File: config.mk
export PLATFORM = sky130hd
export DESIGN_NAME = pin_change_irq
export DESIGN_NICKNAME = d
export VERILOG_FILES = /design/src/hdl/pin_change_pkg.sv /design/src/hdl/pin_change_detect.sv /design/src/hdl/vector_select.sv /design/src/hdl/pin_change_irq.sv
export SDC_FILE = /design/constraint.sdc
export NUM_CORES = 1
export LEC_CHECK = 0
export BUFFER_PORTS_ARGS = -buffer_cell sky130_fd_sc_hd__buf_2
export CORE_UTILIZATION = 45
export DETAILED_ROUTE_END_ITERATION = 8
export PLACE_DENSITY = 0.63
export SLEW_MARGIN = 20
export SYNTH_ARGS = -nofsm -noshare
export SYNTH_HDL_FRONTEND = slang
export SYNTH_SLANG_ARGS = --single-unit
File: constraint.sdc
create_clock -name clk_i -period 3.1 [get_ports clk_i]
set_clock_uncertainty 0.15 [all_clocks]
set_input_delay 0 -clock clk_i [delete_from_list [all_inputs] [get_ports clk_i]]
set_output_delay 0 -clock clk_i [all_outputs]
set_load 0.02 [all_outputs]
File: src/hdl/pin_change_pkg.sv
// Constants, register map and carrier types of the pin change interrupt unit.
// Assumes a 32-bit classic Wishbone slave port and a 10 MHz system clock.
package pin_change_pkg;

  localparam int GROUPS      = 4;
  localparam int GROUP_WIDTH = 8;
  localparam int PINS        = GROUPS * GROUP_WIDTH;
  localparam int ADR_WIDTH   = 10;
  localparam int SYNC_STAGES = 2;

  // Register indices; the byte address is four times the index
  localparam logic [7:0] FLAG_IDX    = 8'h1B;
  localparam logic [7:0] CONTROL_IDX = 8'h68;
  localparam logic [7:0] MASK0_IDX   = 8'h6B;
  localparam logic [7:0] MASK1_IDX   = 8'h6C;
  localparam logic [7:0] MASK2_IDX   = 8'h6D;
  localparam logic [7:0] MASK3_IDX   = 8'h73;

  // Reset values
  localparam logic [7:0] FLAG_RESET    = 8'h00;
  localparam logic [7:0] CONTROL_RESET = 8'h00;
  localparam logic [7:0] MASK_RESET    = 8'h00;

  // Field layout of flag and control registers: groups in bits 3..0
  localparam int GROUP_LSB = 0;

  // Request towards the processor: lowest group number wins
  typedef struct packed {
    logic       valid;
    logic [1:0] group;
  } vector_s;

  // One register access as seen by the register file
  typedef struct packed {
    logic       wr;
    logic       rd;
    logic [7:0] idx;
    logic [7:0] data;
  } reg_access_s;

endpackage : pin_change_pkg

File: src/hdl/pin_change_detect.sv
// Two-stage synchroniser and change detector for the watched pins.
// Assumes pins_i levels are taken on clk_i; ce_i low freezes every stage.
`timescale 1ns/1ns
module pin_change_detect #(
  parameter int WIDTH  = 32,
  parameter int STAGES = 2
) (
  input  wire logic             clk_i,
  input  wire logic             rst_i,
  input  wire logic             ce_i,
  input  wire logic [WIDTH-1:0] pins_i,
  output logic      [WIDTH-1:0] change_o
);

  logic [WIDTH-1:0] sync_q [STAGES];
  logic [WIDTH-1:0] prev_q;

  // Synchroniser chain; stage 0 feeds only stage 1 to keep metastability contained
  always_ff @(posedge clk_i) begin
    if (rst_i) begin
      for (int s = 0; s < STAGES; s++) sync_q[s] <= '0;
      prev_q <= '0;
    end else if (ce_i) begin
      sync_q[0] <= pins_i;
      for (int s = 1; s < STAGES; s++) sync_q[s] <= sync_q[s-1];
      prev_q <= sync_q[STAGES-1];
    end
  end

  // Either edge counts, so a plain difference is enough
  assign change_o = sync_q[STAGES-1] ^ prev_q;

endmodule : pin_change_detect

File: src/hdl/vector_select.sv
// Fixed-priority selector of the group vector presented to the processor.
// Assumes the processor takes the lowest numbered pending group first.
`timescale 1ns/1ns
module vector_select (
  input  wire logic [3:0]      pending_i,
  output pin_change_pkg::vector_s vector_o
);

  // Lowest group number has the highest priority
  assign vector_o.valid = |pending_i;
  assign vector_o.group = pending_i[0] ? 2'h0 :
                          pending_i[1] ? 2'h1 :
                          pending_i[2] ? 2'h2 : 2'h3;

endmodule : vector_select

File: src/hdl/pin_change_irq.sv
// Pin change interrupt unit: 32 pins in four groups, registers on Wishbone.
// Assumes a classic Wishbone master and a processor that acknowledges vectors.
//
// Chosen here: the Wishbone register port.
`timescale 1ns/1ns
module pin_change_irq #(
  parameter int ADR_W = pin_change_pkg::ADR_WIDTH
) (
  input  wire logic                          clk_i,
  input  wire logic                          rst_i,
  input  wire logic                          ce_i,
  input  wire logic [ADR_W-1:0]              adr_i,
  input  wire logic [31:0]                   dat_i,
  output logic      [31:0]                   dat_o,
  input  wire logic                          we_i,
  input  wire logic [3:0]                    sel_i,
  input  wire logic                          cyc_i,
  input  wire logic                          stb_i,
  output logic                               ack_o,
  input  wire logic [pin_change_pkg::PINS-1:0] pins_i,
  input  wire logic                          global_irq_enable_i,
  input  wire logic                          vector_ack_i,
  input  wire logic [1:0]                    vector_ack_group_i,
  output logic      [3:0]                    group_vector_req_o,
  output pin_change_pkg::vector_s            vector_o,
  output logic                               irq_o
);

  localparam int G = pin_change_pkg::GROUPS;
  localparam int W = pin_change_pkg::GROUP_WIDTH;

  // Returns the mask group addressed by an index, or 4 when none
  function automatic logic [2:0] mask_group(input logic [7:0] idx);
    unique case (idx)
      pin_change_pkg::MASK0_IDX: mask_group = 3'h0;
      pin_change_pkg::MASK1_IDX: mask_group = 3'h1;
      pin_change_pkg::MASK2_IDX: mask_group = 3'h2;
      pin_change_pkg::MASK3_IDX: mask_group = 3'h3;
      default:                   mask_group = 3'h4;
    endcase
  endfunction : mask_group

  logic [W-1:0]   mask_q [G];
  logic [G-1:0]   group_irq_enable_q;
  logic [G-1:0]   group_change_flag_q;
  logic [G-1:0]   group_change_flag_d;
  logic           ack_q;
  logic [31:0]    dat_q;
  logic [G*W-1:0] change;
  logic [G-1:0]   flag_set;
  logic [G-1:0]   flag_clr;
  logic [G-1:0]   handler_clr;
  logic [G-1:0]   armed;
  pin_change_pkg::reg_access_s acc;
  logic [2:0]     acc_mask_group;
  logic [7:0]     rd_value;

  pin_change_detect #(
    .WIDTH  (pin_change_pkg::PINS),
    .STAGES (pin_change_pkg::SYNC_STAGES)
  ) u_detect (
    .clk_i    (clk_i),
    .rst_i    (rst_i),
    .ce_i     (ce_i),
    .pins_i   (pins_i),
    .change_o (change)
  );

  // Bus decode: a write takes effect on the edge where ack is seen by the master
  assign acc.wr   = cyc_i && stb_i && we_i && ack_q && sel_i[0];
  assign acc.rd   = cyc_i && stb_i && !we_i && !ack_q;
  assign acc.idx  = adr_i[ADR_W-1:2];
  assign acc.data = dat_i[7:0];
  assign acc_mask_group = mask_group(acc.idx);

  // Read mux; unmapped addresses read zero but are still acknowledged
  assign rd_value =
    (acc.idx == pin_change_pkg::FLAG_IDX)    ? {4'h0, group_change_flag_q} :
    (acc.idx == pin_change_pkg::CONTROL_IDX) ? {4'h0, group_irq_enable_q}  :
    (acc_mask_group != 3'h4)                 ? mask_q[acc_mask_group[1:0]] : 8'h00;

  // Single wait state: ack rises one edge after the request and drops after one cycle
  always_ff @(posedge clk_i) begin
    if (rst_i) begin
      ack_q <= 1'b0;
      dat_q <= 32'h0000_0000;
    end else if (ce_i) begin
      ack_q <= cyc_i && stb_i && !ack_q;
      if (acc.rd) dat_q <= {24'h00_0000, rd_value};
    end
  end

  assign ack_o = ack_q;
  assign dat_o = dat_q;

  // Per-group mask registers; bit n of group k watches pin 8k+n
  for (genvar k = 0; k < G; k++) begin : g_mask
    always_ff @(posedge clk_i) begin
      if (rst_i) begin
        mask_q[k] <= pin_change_pkg::MASK_RESET;
      end else if (ce_i && acc.wr && acc_mask_group == 3'(k)) begin
        mask_q[k] <= acc.data;
      end
    end

    // A pin counts only when masked in and its group enabled
    assign flag_set[k] = group_irq_enable_q[k] && |(change[k*W +: W] & mask_q[k]);
    assign handler_clr[k] = vector_ack_i && vector_ack_group_i == 2'(k);
  end

  // Write one clears; a change in the same cycle wins over the clear
  assign flag_clr = (acc.wr && acc.idx == pin_change_pkg::FLAG_IDX)
                    ? acc.data[G-1:0] : '0;
  assign group_change_flag_d = flag_set | (group_change_flag_q & ~(flag_clr | handler_clr));

  // Control and flag registers
  always_ff @(posedge clk_i) begin
    if (rst_i) begin
      group_irq_enable_q  <= pin_change_pkg::CONTROL_RESET[G-1:0];
      group_change_flag_q <= pin_change_pkg::FLAG_RESET[G-1:0];
    end else if (ce_i) begin
      if (acc.wr && acc.idx == pin_change_pkg::CONTROL_IDX) begin
        group_irq_enable_q <= acc.data[G-1:0];
      end
      group_change_flag_q <= group_change_flag_d;
    end
  end

  // Arming needs both the group enable and the processor's global enable
  assign armed              = group_irq_enable_q & {G{global_irq_enable_i}};
  assign group_vector_req_o = group_change_flag_q & armed;
  assign irq_o              = |group_vector_req_o;

  vector_select u_select (
    .pending_i (group_vector_req_o),
    .vector_o  (vector_o)
  );

  for (genvar k = 0; k < G; k++) begin : g_chk

  end

  // Every register must hold still while the clock enable is low, and may only
  // move for its own reason otherwise; a stray update here would show up to
  // software as a spurious interrupt rather than as a bus error.
  for (genvar k = 0; k < G; k++) begin : g_hold

  end
endmodule : pin_change_irq

Yosys cells after proc, flatten, opt, wreduce, memory -nomap -nowiden --
Memories as Yosys holds them, arrays and structs flattened. Index checks and enable logic that the tools add are counted.
Storage, ports and cells: register bits after elaboration 49, bits in writable memories 96, input port bits 88, output and inout port bits 41, logic and storage cells 101, memories 2
Memory list:
- u_detect.sync_q | depth 2, bits a word 32, read ports 2, clocked after memory_dff 0, wr ports 2, RTL line pin_change_detect.sv:15 | logic [WIDTH-1:0] sync_q [STAGES];
- mask_q | depth 4, bits a word 8, read ports 5, clocked after memory_dff 0, wr ports 4, RTL line pin_change_irq.sv:43 | logic [W-1:0] mask_q [G];
Operators by class: equality and inequality tests 13, muxes and demuxes 31, bitwise operators 17, reductions and logical operators 33
Operators by type and width (number):
- 32-bit 2-to-1 mux | 2
- 8-bit 2-to-1 mux | 7
- 8-bit by 7-bit == test with 1-bit output, second input constant | 5
- 8-bit AND | 4
- 8-bit OR reduction | 4
- 32-bit XOR | 1
- 1-bit logical AND | 22
- 1-bit 2-to-1 mux | 18
- 4-bit AND | 3
- 3-bit case mux with 4 select lines | 1
- 8-bit by 5-bit == test with 1-bit output, second input constant | 1
- 4-bit OR | 2
- 3-bit by 2-bit == test with 1-bit output, second input constant | 2
- 1-bit OR | 6
- 2-bit == test, second input constant | 2
- 2-bit 2-to-1 mux | 2
- 4-bit 2-to-1 mux | 1
- 4-bit inverter | 1
- 2-bit AND reduction | 2
- 4-bit OR reduction | 1
- 3-bit by 1-bit == test with 1-bit output, second input constant | 1
- 3-bit logical NOT | 1
- 3-bit inequality test, second input constant | 1
- 2-bit by 1-bit == test with 1-bit output, second input constant | 1
- other kinds (2) | 3

Longest topological paths before layout --
Gate-level depths: netlist of run 1.
depth after elaboration 10, gate-level depth with buffers 6, gate-level depth less buffers 5

Cells and area by module --
Synthesis of run 1 repeated with hierarchy kept, for this count alone.
Second synthesis, totals: cell total of the unflattened synthesis 562, area, all modules 6729.0 µm²
Modules (own cells, without submodules):
- pin_change_detect | instances 1, cells each 273, area each 3813.7 µm², sequential area each 2562.5 µm²
- pin_change_irq | instances 1, cells each 284, area each 2889.0 µm², sequential area each 1301.2 µm²
- vector_select | instances 1, cells each 5, area each 26.3 µm², sequential area each 0.0 µm²

Worst setup path after synthesis of run 1 --
OpenSTA, ideal clock, no wires.
kind reg2reg, start register ack_q, in the netlist ack_o, end memory mask_q[1][0] (netlist bit), enable pin, setup time 0.387 ns, arrival time 1.596 ns, data required time 2.563 ns, path slack 0.968 ns, stages on the path, launching flop included 3, path buffers 0, clock period less this slack 2.132 ns, cells stage by stage dfxtp_1 -> nand4_4 -> o31ai_1
RTL lines:
- start, declared | RTL line pin_change_irq.sv:47 | logic ack_q;
- start signal, assigned | RTL line pin_change_irq.sv:88 | ack_q <= cyc_i && stb_i && !ack_q;
- end, declared | RTL line pin_change_irq.sv:43

Worst setup path after layout of run 1 --
start register ack_q, in the netlist ack_o, end register group_irq_enable_q[2]
On the way: word-level cells in the longest chain between the ends 4
RTL lines:
- 1-bit logical AND (2 in series) | RTL line pin_change_irq.sv:70 | assign acc.wr = cyc_i && stb_i && we_i && ack_q && sel_i[0];
- 1-bit logical AND | RTL line pin_change_irq.sv:122 | if (acc.wr && acc.idx == pin_change_pkg::CONTROL_IDX) begin
- 2-bit AND reduction (no source line)
- end signal, assigned | RTL line pin_change_irq.sv:119 | group_irq_enable_q <= pin_change_pkg::CONTROL_RESET[G-1:0];
- end signal, assigned | RTL line pin_change_irq.sv:123 | group_irq_enable_q <= acc.data[G-1:0];
- end, declared | RTL line pin_change_irq.sv:44 | logic [G-1:0] group_irq_enable_q;
No other way between the ends. A chain may end at the register's enable or synchronous reset.

==> impl_metrics.sql, run 1 <==
INSERT INTO impl_metrics (metric_group, metric, value, unit) VALUES
('run_status', 'outcome', 'completed', ''),
('power', 'irDropWorstVdd', '0.0003679', 'V'),
('yosys', 'synth.mux.area_fraction', '6.796', '%'),
('grt', 'grt_remaining_overflow', '0', ''),
('yosys', 'yosys.cell_types.count', '50', ''),
('routing', 'routed_via_density', '5.093', ''),
('worst_setup_path', 'setup.worst_path.class', 'reg2reg', ''),
('yosys', 'yosys_warnings', '0', ''),
('flow_run', 'max-cap-violations', '0', ''),
('routing', 'drc_errors', '0', ''),
('place', 'preCtsSetupSlack', '0.9070', 'ns'),
('yosys', 'avgSynthCellArea', '12.28', 'um2'),
('floorplanning', 'chipHeight', '122.2', 'um'),
('place', 'gp_congestion', '0.9095', ''),
('grt', 'grt_max_degree', '52', ''),
('finish', 'drive_above_1_share', '18.91', '%'),
('routing', 'postRouteAntennaNets', '0', ''),
('floorplanning', 'row_count', '43', ''),
('routing', 'drtPass1Iterations', '4', ''),
('routing', 'route.vias.total', '4390', ''),
('yosys', 'synth_seq_cells', '145', ''),
('yosys', 'synthArstFlopShare', '0', '%'),
('finish', 'seqCellArea', '0.003864', 'mm2'),
('yosys', 'synth.cell_area', '0.006499', 'mm2'),
('finish', 'fin_nets', '757', ''),
('place', 'io_buffers', '75', ''),
('worst_setup_path', 'cp_slowest_cell', 'sky130_fd_sc_hd__dlygate4sd3_1', ''),
('sta', 'setup_viol', '0', ''),
('yosys', 'yosysMostFrequentCell', 'sky130_fd_sc_hd__and2_1', ''),
('routing', 'wl_per_cell', '15.52', 'um'),
('worst_setup_path', 'critical_path.max_fanout', '10', ''),
('clocking', 'clock_sinks', '145', ''),
('sta', 'max_freq', '340.1', 'MHz'),
('finish', 'multiInputGateArea', '0.002455', 'mm2'),
('sta', 'final_min_period_over_clock_period', '94.86', '%'),
('worst_setup_path', 'timing.critical_path.to_type', 'register', ''),
('finish', 'design_area', '0.008200', 'mm2'),
('routing', 'total_detailed_routing_wirelength', '13.38', 'mm'),
('clocking', 'cts_buffers', '17', ''),
('clocking', 'cts_tree', 'done', ''),
('yosys', 'yosys-top-cells-count', 'sky130_fd_sc_hd__and2_1 (97), sky130_fd_sc_hd__edfxtp_1 (96), sky130_fd_sc_hd__dfxtp_1 (49)', ''),
('floorplanning', 'floorplan.die_area', '0.01493', 'mm2'),
('grt', 'first_pass_grt_wire_length', '21.11', 'mm'),
('place', 'dp_hpwl', '9.055', 'mm'),
('sta', 'slew-limit-headroom', '52.41', '%'),
('yosys', 'synth_seq_area_share', '59.45', '%'),
('yosys', 'synth_fa_ha_area_share', '0', '%'),
('yosys', 'synth-compound-area-share', '6.816', '%'),
('routing', 'drt-initial-drc-count', '372', ''),
('finish', 'antenna_cells', '0', ''),
('sta', 'rsz_0062_raised_after_global_routing', 'false', ''),
('place', 'post_dp_cell_area', '0.006992', 'mm2'),
('clocking', 'worst_skew_pair.late_latency', '0.42', 'ns'),
('worst_setup_path', 'critPathMaxStageDelay', '0.58', 'ns'),
('grt', 'grt_pass1_vias', '4340', ''),
('clocking', 'worst_setup_hold_path_clk_slew', '0.06', 'ns'),
('worst_setup_path', 'critPathRequiredTime', '3.26', 'ns'),
('yosys', 'yosys.area.top_type_share', '44.36', '%'),
('floorplanning', 'fp.coreArea', '0.01399', 'mm2'),
('floorplanning', 'floorplan.initialDensity', '46.46', '%'),
('power', 'power.total', '4.608', 'mW'),
('grt', 'grt_antenna_before_repair', '0', ''),
('yosys', 'synth_simple_gate_area_share', '18.21', '%'),
('finish', 'area_growth', '26.18', '%'),
('yosys', 'post_synth_xor_area_fraction', '4.447', '%'),
('worst_setup_path', 'cp_common_cell', 'sky130_fd_sc_hd__dlygate4sd3_1', ''),
('sta', 'fin_tns_setup', '0', 'ns'),
('clocking', 'root_buffer', 'sky130_fd_sc_hd__clkbuf_16', ''),
('yosys', 'synth_edf_count', '96', ''),
('sta', 'timing.final.max_slew_violations', '0', ''),
('floorplanning', 'chipWidth', '122.2', 'um');
## flip-flops by register name, indices dropped and copies added (netlist names)
| name | flops |
|---|---|
| group_change_flag_q | 4 |
| ack_o | 1 |
| dat_o | 8 |
| group_irq_enable_q | 4 |
| u_detect.sync_q | 64 |
| u_detect.prev_q | 32 |
| mask_q | 32 |
## worst max-delay path, delay by kind of cell (launching register included)
family	cells	cell delay, ns
muxes	1	0.25
and+or+nand+nor	3	0.83
buffers and inverters	2	1.14
DFF	1	0.46
## routing by layer
metal  track usage [%]  share of wire (%)
met5                 0                  0
met4             9.604                2.5
met3             3.979                5.6
met2             31.29                 47
met1             23.65                 45
## where the power goes
part,internal (mW),switching (mW),leakage (nW)
logic,0.156,0.189,1.76
clock network,1.27,0.779,0.286
registers,2.16,0.0502,1.43
total,3.59,1.02,3.47
## stage by stage
step                utilization, %  hold WS, ns  cells
floorplan                        -    -0.002795    552
global placement             49.98       0.1278    770
detailed placement           49.98       0.1290    770
CTS                          58.62     0.007746    862
global route                 58.62      0.08104    862
finish                       58.62      0.02898    862
## cell type report
type,instances,share of cell area (%)
Clock buffer,20,5.829
Clock inverter,12,1.587
Inverter,2,0.09155
Multi-Input combinational cell,361,29.94
Sequential cell,145,47.12
Tap cell,180,2.746
Timing Repair Buffer,142,12.69
## final timing paths
check | startpoint | end | slack, ns | depth (start not counted)
max reg2reg | ack_o | group_irq_enable_q[2] | 0.16 | 6
max | ack_o | group_irq_enable_q[2] | 0.16 | 6
min reg2reg | dat_o[4] | dat_o[4] | 0.30 | 2
min | adr_i[5] | dat_o[4] | 0.03 | 5
## cell families after synthesis
| family | count (synthesis) |
|---|---|
| AND/OR/NAND/NOR | 196 |
| other | 1 |
| buffers and inverters | 46 |
| flip-flops | 145 |
| XOR/XNOR | 33 |
| multiplexers | 44 |
| AO/OA/AOI/OAI | 64 |
## repair_timing
| item | 4_1_cts | 5_1_grt |
|---|---|---|
| endpoints found under the setup margin | 0 | 0 |
| setup buffers | 0 | 0 |
| hold buffers | 60 | 0 |
| hold endpoints to repair | 81 | 0 |
| resized for setup | 0 | 0 |
## cells in the final DEF, fill, tap and decap left out, types with 3 or more instances in the layout
cell type / instances
sky130_fd_sc_hd__clkinvlp_4: 5
sky130_fd_sc_hd__buf_4: 6
sky130_fd_sc_hd__o221ai_1: 4
sky130_fd_sc_hd__a221oi_1: 4
sky130_fd_sc_hd__nand2_1: 12
sky130_fd_sc_hd__and3_1: 8
sky130_fd_sc_hd__clkinv_2: 3
sky130_fd_sc_hd__a21oi_1: 10
sky130_fd_sc_hd__a22oi_1: 19
sky130_fd_sc_hd__edfxtp_1: 96
sky130_fd_sc_hd__o21ai_1: 4
sky130_fd_sc_hd__a31oi_1: 3
sky130_fd_sc_hd__nor2_1: 46
sky130_fd_sc_hd__conb_1: 24
sky130_fd_sc_hd__o21ai_0: 5
sky130_fd_sc_hd__dfxtp_1: 49
sky130_fd_sc_hd__dlygate4sd3_1: 60
sky130_fd_sc_hd__o22ai_1: 4
sky130_fd_sc_hd__nand4_1: 6
sky130_fd_sc_hd__nand3_1: 5
sky130_fd_sc_hd__xor2_1: 33
sky130_fd_sc_hd__buf_2: 75
sky130_fd_sc_hd__clkbuf_16: 18
sky130_fd_sc_hd__and2_1: 97
sky130_fd_sc_hd__mux2i_1: 43
sky130_fd_sc_hd__a31o_2: 4
Note: power is estimated with default switching activity, not from simulation.
==> inputs of run 2 (changes only) <==
Settings changed: REMOVE_ABC_BUFFERS set to 1.
==> run 2 against run 1 <==
Sequential power barely moved. Combinational power rose by 3%. Via count fell by 1.0%. Clock power fell by 3%. Count of clock-buffer cells in the layout fell by 1. First-iteration DRC count fell by 27%. Largest cell class unchanged. Highest routed layer unchanged.
==> impl_metrics.sql, run 2 (same netlist as run 1, synthesis figures left out) <==
INSERT INTO impl_metrics (metric_group, metric, value, unit) VALUES
('run_status', 'outcome', 'completed', ''),
('finish', 'stdcell_count', '860', ''),
('finish', 'layout.filler_cells', '1187', ''),
('floorplanning', 'chipWidth', '122.2', 'um'),
('clocking', 'clock_sinks', '145', ''),
('routing', 'total_detailed_routing_wirelength', '13.82', 'mm'),
('floorplanning', 'row_count', '43', ''),
('floorplanning', 'floorplan.initialDensity', '46.46', '%'),
('routing', 'route.vias.total', '4345', ''),
('worst_setup_path', 'timing.critical_path.to_type', 'register', ''),
('routing', 'drtPass1Iterations', '4', ''),
('worst_setup_path', 'regToRegEndpoint', 'group_irq_enable_q[1]', ''),
('sta', 'max_freq', '368.7', 'MHz'),
('sta', 'timing.final.max_slew_violations', '0', ''),
('floorplanning', 'num_io_pins', '129', ''),
('routing', 'drc_errors', '0', ''),
('worst_setup_path', 'worst-r2r-setup-slack', '0.68', 'ns'),
('sta', 'fin_tns_setup', '0', 'ns'),
('routing', 'drt-initial-drc-count', '273', ''),
('worst_setup_path', 'worst-r2r-cell-count', '5', ''),
('place', 'placed_cells', '772', ''),
('sta', 'slew-limit-headroom', '49.17', '%'),
('worst_setup_path', 'setup.worst_path.class', 'in2reg', ''),
('sta', 'tightestPinTransition', '0.7566', 'ns'),
('grt', 'grt_antenna_before_repair', '0', ''),
('worst_setup_path', 'critPathRequiredTime', '3.25', 'ns'),
('grt', 'grt_remaining_overflow', '0', ''),
('power', 'power.density', '558.1', 'mW/mm2'),
('power', 'irDropWorstVdd', '0.0003634', 'V'),
('sta', 'final_min_period_over_clock_period', '87.48', '%'),
('worst_setup_path', 'timing.critical_path.from_type', 'primary input', ''),
('clocking', 'cts_max_level', '4', ''),
('sta', 'final_hold_violating_endpoints', '0', ''),
('grt', 'grt_max_degree', '45', ''),
('finish', 'final_cell_mix', 'sky130_fd_sc_hd__and2_1 (97), sky130_fd_sc_hd__edfxtp_1 (96), sky130_fd_sc_hd__buf_2 (75)', ''),
('worst_hold_path', 'min_path_type', 'in2reg', ''),
('place', 'dp_hpwl', '9.607', 'mm'),
('finish', 'multiInputGateArea', '0.002455', 'mm2'),
('worst_setup_path', 'critical_path.max_fanout', '14', ''),
('routing', 'postRouteAntennaNets', '0', ''),
('floorplanning', 'chipHeight', '122.2', 'um'),
('finish', 'reg.largest.list', 'u_detect.sync_q x64, mask_q x32, u_detect.prev_q x32', ''),
('finish', 'drive_above_1_share', '19.12', '%'),
('finish', 'seqCellArea', '0.003864', 'mm2'),
('finish', 'flip_flop_count_of_the_largest_register_all_copies_and_words_added', '64', ''),
('worst_setup_path', 'rr_startpoint', 'ack_o', ''),
('worst_setup_path', 'crit_path_start', 'ce_i', ''),
('finish', 'area_growth', '25.68', '%'),
('worst_setup_path', 'worst_ep_arrival_time', '2.86', 'ns'),
('power', 'power_leakage', '3.454', 'nW'),
('floorplanning', 'fp.coreArea', '0.01399', 'mm2'),
('place', 'gp_congestion', '0.8980', ''),
('sta', 'finalWorstPathRequiredPeriod', '2.712', 'ns'),
('clocking', 'cts_tree', 'done', ''),
('grt', 'first_pass_grt_wire_length', '21.36', 'mm'),
('sta', 'rsz_0062_raised_after_global_routing', 'false', ''),
('clocking', 'worst_skew_pair.late_latency', '0.41', 'ns'),
('clocking', 'cts_buffers', '17', ''),
('finish', 'fin_nets', '755', ''),
('finish', 'most_common_cell_after_layout_fill_and_taps_aside', 'sky130_fd_sc_hd__and2_1', ''),
('clocking', 'worst_setup_hold_path_clk_slew', '0.06', 'ns'),
('grt', 'total_routing_usage_gr', '19.55', '%'),
('sta', 'setup_viol', '0', ''),
('clocking', 'root_buffer', 'sky130_fd_sc_hd__clkbuf_16', ''),
('place', 'io_buffers', '75', ''),
('finish', 'postLayoutCoreUtil', '58.39', '%'),
('clocking', 'cts.repair.resized', '0', ''),
('grt', 'grt_pass1_vias', '4237', ''),
('routing', 'wl_per_cell', '16.07', 'um'),
('finish', 'largest-register', 'u_detect.sync_q', ''),
('finish', 'antenna_cells', '0', ''),
('floorplanning', 'floorplan.die_area', '0.01493', 'mm2'),
('clocking', 'cts-root-to-sink-buffers', '2', ''),
('worst_setup_path', 'cp-endpoint', 'group_irq_enable_q[1]', ''),
('routing', 'routed_via_density', '5.052', ''),
('flow_run', 'max-cap-violations', '0', '');
## run 2: metal layers
layer  vias up  global-route usage [%]  share of wire, %
li1       2129                       -                 -
met1      2070                   23.80                44
met2       119                   32.87                50
met3        27                   5.337               4.3
met4         0                   7.546               2.0
met5         -                       0                 0
## run 2: worst max-delay path: stages
cell and delay, ns:
sky130_fd_sc_hd__dlygate4sd3_1 0.52, sky130_fd_sc_hd__buf_2 0.36, sky130_fd_sc_hd__and3_1 0.31, sky130_fd_sc_hd__nand4_4 0.26
sky130_fd_sc_hd__nor4_4 0.53, sky130_fd_sc_hd__mux2i_1 0.26, sky130_fd_sc_hd__dlygate4sd3_1 0.57, sky130_fd_sc_hd__nor2_1 0.04
## run 2: how the worst min path moves through the flow
| stage | startpoint | endpoint | slack, ns | cells after the start |
|---|---|---|---|---|
| 4_1_cts | adr_i[8] | dat_o[0] | 0.02 | 5 |
| 5_1_grt | adr_i[8] | dat_o[4] | 0.05 | 4 |
| 6_report | adr_i[8] | dat_o[4] | 0.04 | 4 |
| 3_3_place_gp | pins_i[30] | u_detect.sync_q[0][30] | 0.12 | 2 |
| 2_1_floorplan | rst_i | ack_o | -0.08 | 1 |
| 3_5_place_dp | pins_i[11] | u_detect.sync_q[0][11] | 0.13 | 2 |
## run 2: repair_timing
item / CTS / global route
endpoints found under the hold margin: 92 / 0
buffers inserted: 0 / 0
hold buffers: 56 / 0
## run 2: final cells by class
| type | count | area share, % |
|---|---|---|
| Sequential cell | 145 | 47.30 |
| Multi-Input combinational cell | 361 | 30.06 |
| Timing Repair Buffer | 140 | 12.59 |
| Clock buffer | 19 | 5.545 |
| Tap cell | 180 | 2.757 |
| Clock inverter | 13 | 1.654 |
| Inverter | 2 | 0.09191 |
## run 2: where the power goes
part	switching (mW)	internal [mW]
Sequential	0.0482	2.16
Clock	0.772	1.22
Combinational	0.195	0.160
Total	1.01	3.54
## run 2: through the flow
| step | cell area (um2) | power [mW] | setup slack (ns) | hold slack (ns) |
|---|---|---|---|---|
| floorplan | 6319 | 2.403 | 0.9674 | -0.08093 |
| global placement | 7019 | 2.541 | 0.9936 | 0.1250 |
| detailed placement | 7019 | 2.555 | 0.9428 | 0.1281 |
| CTS | 8168 | 4.599 | 0.4475 | 0.02074 |
| global route | 8168 | 4.724 | 0.3101 | 0.05358 |
| finish | 8168 | 4.558 | 0.3880 | 0.04375 |
==> inputs of run 3 (changes only) <==
Settings changed: RECOVER_POWER set to 100.
==> run 3 against run 2 <==
Critical path depth unchanged. Largest power group unchanged. Global-route usage unchanged. Sequential share of layout area rose by 0.55 points. Cell area fell by 1.1%. Non-clock buffer count is the same. Clock power barely moved. The flow now finishes with violations (max-capacitance violations, max-slew violations). Maximum frequency up 1.2%. Die area did not move. Utilization decreased by 0.67 points.
==> impl_metrics.sql, run 3 (same netlist as run 1, synthesis figures left out) <==
INSERT INTO impl_metrics (metric_group, metric, value, unit) VALUES
('finish', 'layout.filler_cells', '1213', ''),
('grt', 'grt_pass1_vias', '4237', ''),
('place', 'dp_hpwl', '9.607', 'mm'),
('sta', 'setup_viol', '0', ''),
('finish', 'drive_above_1_share', '15.00', '%'),
('floorplanning', 'num_io_pins', '129', ''),
('sta', 'max_freq', '373.3', 'MHz'),
('finish', 'flip_flop_count_of_the_largest_register_all_copies_and_words_added', '64', ''),
('worst_setup_path', 'timing.critical_path.from_type', 'primary input', ''),
('sta', 'slew-limit-headroom', '-6.887', '%'),
('grt', 'first_pass_grt_wire_length', '21.36', 'mm'),
('clocking', 'root_buffer', 'sky130_fd_sc_hd__clkbuf_16', ''),
('clocking', 'cts_max_level', '4', ''),
('worst_setup_path', 'critPathRequiredTime', '3.26', 'ns'),
('sta', 'final_min_period_over_clock_period', '86.42', '%'),
('finish', 'postLayoutCoreUtil', '57.72', '%'),
('finish', 'antenna_cells', '0', ''),
('run_status', 'violations', 'max-capacitance violations, max-slew violations', ''),
('clocking', 'clock_sinks', '145', ''),
('grt', 'total_routing_usage_gr', '19.55', '%'),
('power', 'power_leakage', '3.293', 'nW'),
('sta', 'timing.final.max_slew_violations', '46', ''),
('place', 'gp_congestion', '0.8980', ''),
('floorplanning', 'chipWidth', '122.2', 'um'),
('routing', 'postRouteAntennaNets', '0', ''),
('worst_setup_path', 'worst_ep_arrival_time', '2.84', 'ns'),
('clocking', 'cts_buffers', '17', ''),
('worst_hold_path', 'min_path_type', 'in2reg', ''),
('finish', 'most_common_cell_after_layout_fill_and_taps_aside', 'sky130_fd_sc_hd__edfxtp_1', ''),
('run_status', 'outcome', 'finished, violations left', ''),
('floorplanning', 'chipHeight', '122.2', 'um'),
('worst_setup_path', 'setup.worst_path.class', 'in2reg', ''),
('sta', 'finalWorstPathRequiredPeriod', '2.679', 'ns'),
('power', 'irDropWorstVdd', '0.0003717', 'V'),
('clocking', 'worst_skew_pair.late_latency', '0.41', 'ns'),
('finish', 'fin_nets', '755', ''),
('routing', 'drc_errors', '0', ''),
('grt', 'grt_antenna_before_repair', '0', ''),
('grt', 'grt_max_degree', '45', ''),
('power', 'power.density', '564.1', 'mW/mm2'),
('routing', 'wl_per_cell', '16.21', 'um'),
('sta', 'final_hold_violating_endpoints', '0', ''),
('finish', 'final_cell_mix', 'sky130_fd_sc_hd__edfxtp_1 (96), sky130_fd_sc_hd__and2_0 (59), sky130_fd_sc_hd__buf_2 (57)', ''),
('routing', 'drtPass1Iterations', '4', ''),
('routing', 'routed_via_density', '5.063', ''),
('floorplanning', 'floorplan.die_area', '0.01493', 'mm2'),
('clocking', 'cts_tree', 'done', ''),
('power', 'power.total', '4.555', 'mW'),
('sta', 'fin_tns_setup', '0', 'ns'),
('flow_run', 'max-cap-violations', '2', ''),
('floorplanning', 'floorplan.initialDensity', '46.46', '%'),
('sta', 'rsz_0062_raised_after_global_routing', 'false', ''),
('worst_setup_path', 'critical_path.max_fanout', '27', ''),
('floorplanning', 'fp.coreArea', '0.01399', 'mm2'),
('sta', 'tightestPinTransition', '1.603', 'ns'),
('clocking', 'cts-root-to-sink-buffers', '2', ''),
('finish', 'area_growth', '24.24', '%'),
('routing', 'drt-initial-drc-count', '279', ''),
('clocking', 'cts.repair.resized', '0', ''),
('finish', 'largest-register', 'u_detect.sync_q', ''),
('floorplanning', 'row_count', '43', ''),
('place', 'io_buffers', '75', ''),
('sta', 'timing.hold.ws', '0.02593', 'ns'),
('routing', 'total_detailed_routing_wirelength', '13.94', 'mm'),
('clocking', 'worst_setup_hold_path_clk_slew', '0.06', 'ns'),
('worst_setup_path', 'timing.critical_path.to_type', 'register', ''),
('grt', 'grt_remaining_overflow', '0', ''),
('finish', 'reg.largest.list', 'u_detect.sync_q x64, mask_q x32, u_detect.prev_q x32', ''),
('routing', 'route.vias.total', '4354', '');
run 3: changes by cell type in the layout (fill, tap and decap cells not counted), moves of 3 or more:
cell / change
sky130_fd_sc_hd__buf_4: -5
sky130_fd_sc_hd__o21ai_1: -3
sky130_fd_sc_hd__o21ai_0: +3
sky130_fd_sc_hd__and2_0: +59
sky130_fd_sc_hd__clkbuf_1: +22
sky130_fd_sc_hd__buf_2: -18
sky130_fd_sc_hd__and2_1: -59
run 3: through the flow:
| step | setup WS (ns) | instances | cell area [um2] |
|---|---|---|---|
| 5_1_grt | 0.3100 | 860 | 8074 |
| 2_1_floorplan | 0.9674 | 508 | 6319 |
| 4_1_cts | 0.4475 | 860 | 8168 |
| 3_5_place_dp | 0.9428 | 772 | 7019 |
| 3_3_place_gp | 0.9936 | 772 | 7019 |
| 6_report | 0.4210 | 860 | 8074 |
run 3: cell type report:
| type | instances | area [um2] | share of cell area (%) |
|---|---|---|---|
| timing repair buffer | 140 | 988.4 | 12.24 |
| tap | 180 | 225.2 | 2.789 |
| clock buffer | 19 | 452.9 | 5.610 |
| multi-input combinational | 361 | 2401 | 29.74 |
| inverter | 2 | 7.507 | 0.09298 |
| clock inverter | 13 | 135.1 | 1.674 |
| sequential | 145 | 3864 | 47.85 |
run 3: where the power goes:
part / leakage [nW] / switching, mW / internal [mW]
combinational: 1.59 / 0.193 / 0.154
clock: 0.275 / 0.774 / 1.22
sequential: 1.43 / 0.0486 / 2.16
run 3: path summary, 6_finish.rpt:
path | startpoint | end | slack [ns] | depth (start not counted)
max reg2reg | ack_o | group_irq_enable_q[1] | 0.79 | 5
min | adr_i[8] | dat_o[6] | 0.03 | 4
min reg2reg | dat_o[7] | dat_o[7] | 0.33 | 2
max | ce_i | group_change_flag_q[1] | 0.42 | 8
run 3: metal layers:
metal	GRT usage, %	part of all wire, %	vias up
met4	7.546	1.8	0
met1	23.80	44	2091
met5	0	0	-
met3	5.337	4.5	24
met2	32.87	50	111
li1	-	-	2128
run 3: timing repair:
action                                 in CTS  in global routing
endpoints found under the hold margin      92                  0
hold buffers                               56                  0
buffers inserted                            0                  0
run 3: critical path: stages:
cell	delay (ns)
sky130_fd_sc_hd__dlygate4sd3_1	0.52
sky130_fd_sc_hd__buf_2	0.35
sky130_fd_sc_hd__clkbuf_2	0.77
sky130_fd_sc_hd__nand3_1	0.16
sky130_fd_sc_hd__o211ai_1	0.20
sky130_fd_sc_hd__dlygate4sd3_1	0.57
sky130_fd_sc_hd__a21oi_1	0.04
sky130_fd_sc_hd__a31o_2	0.22
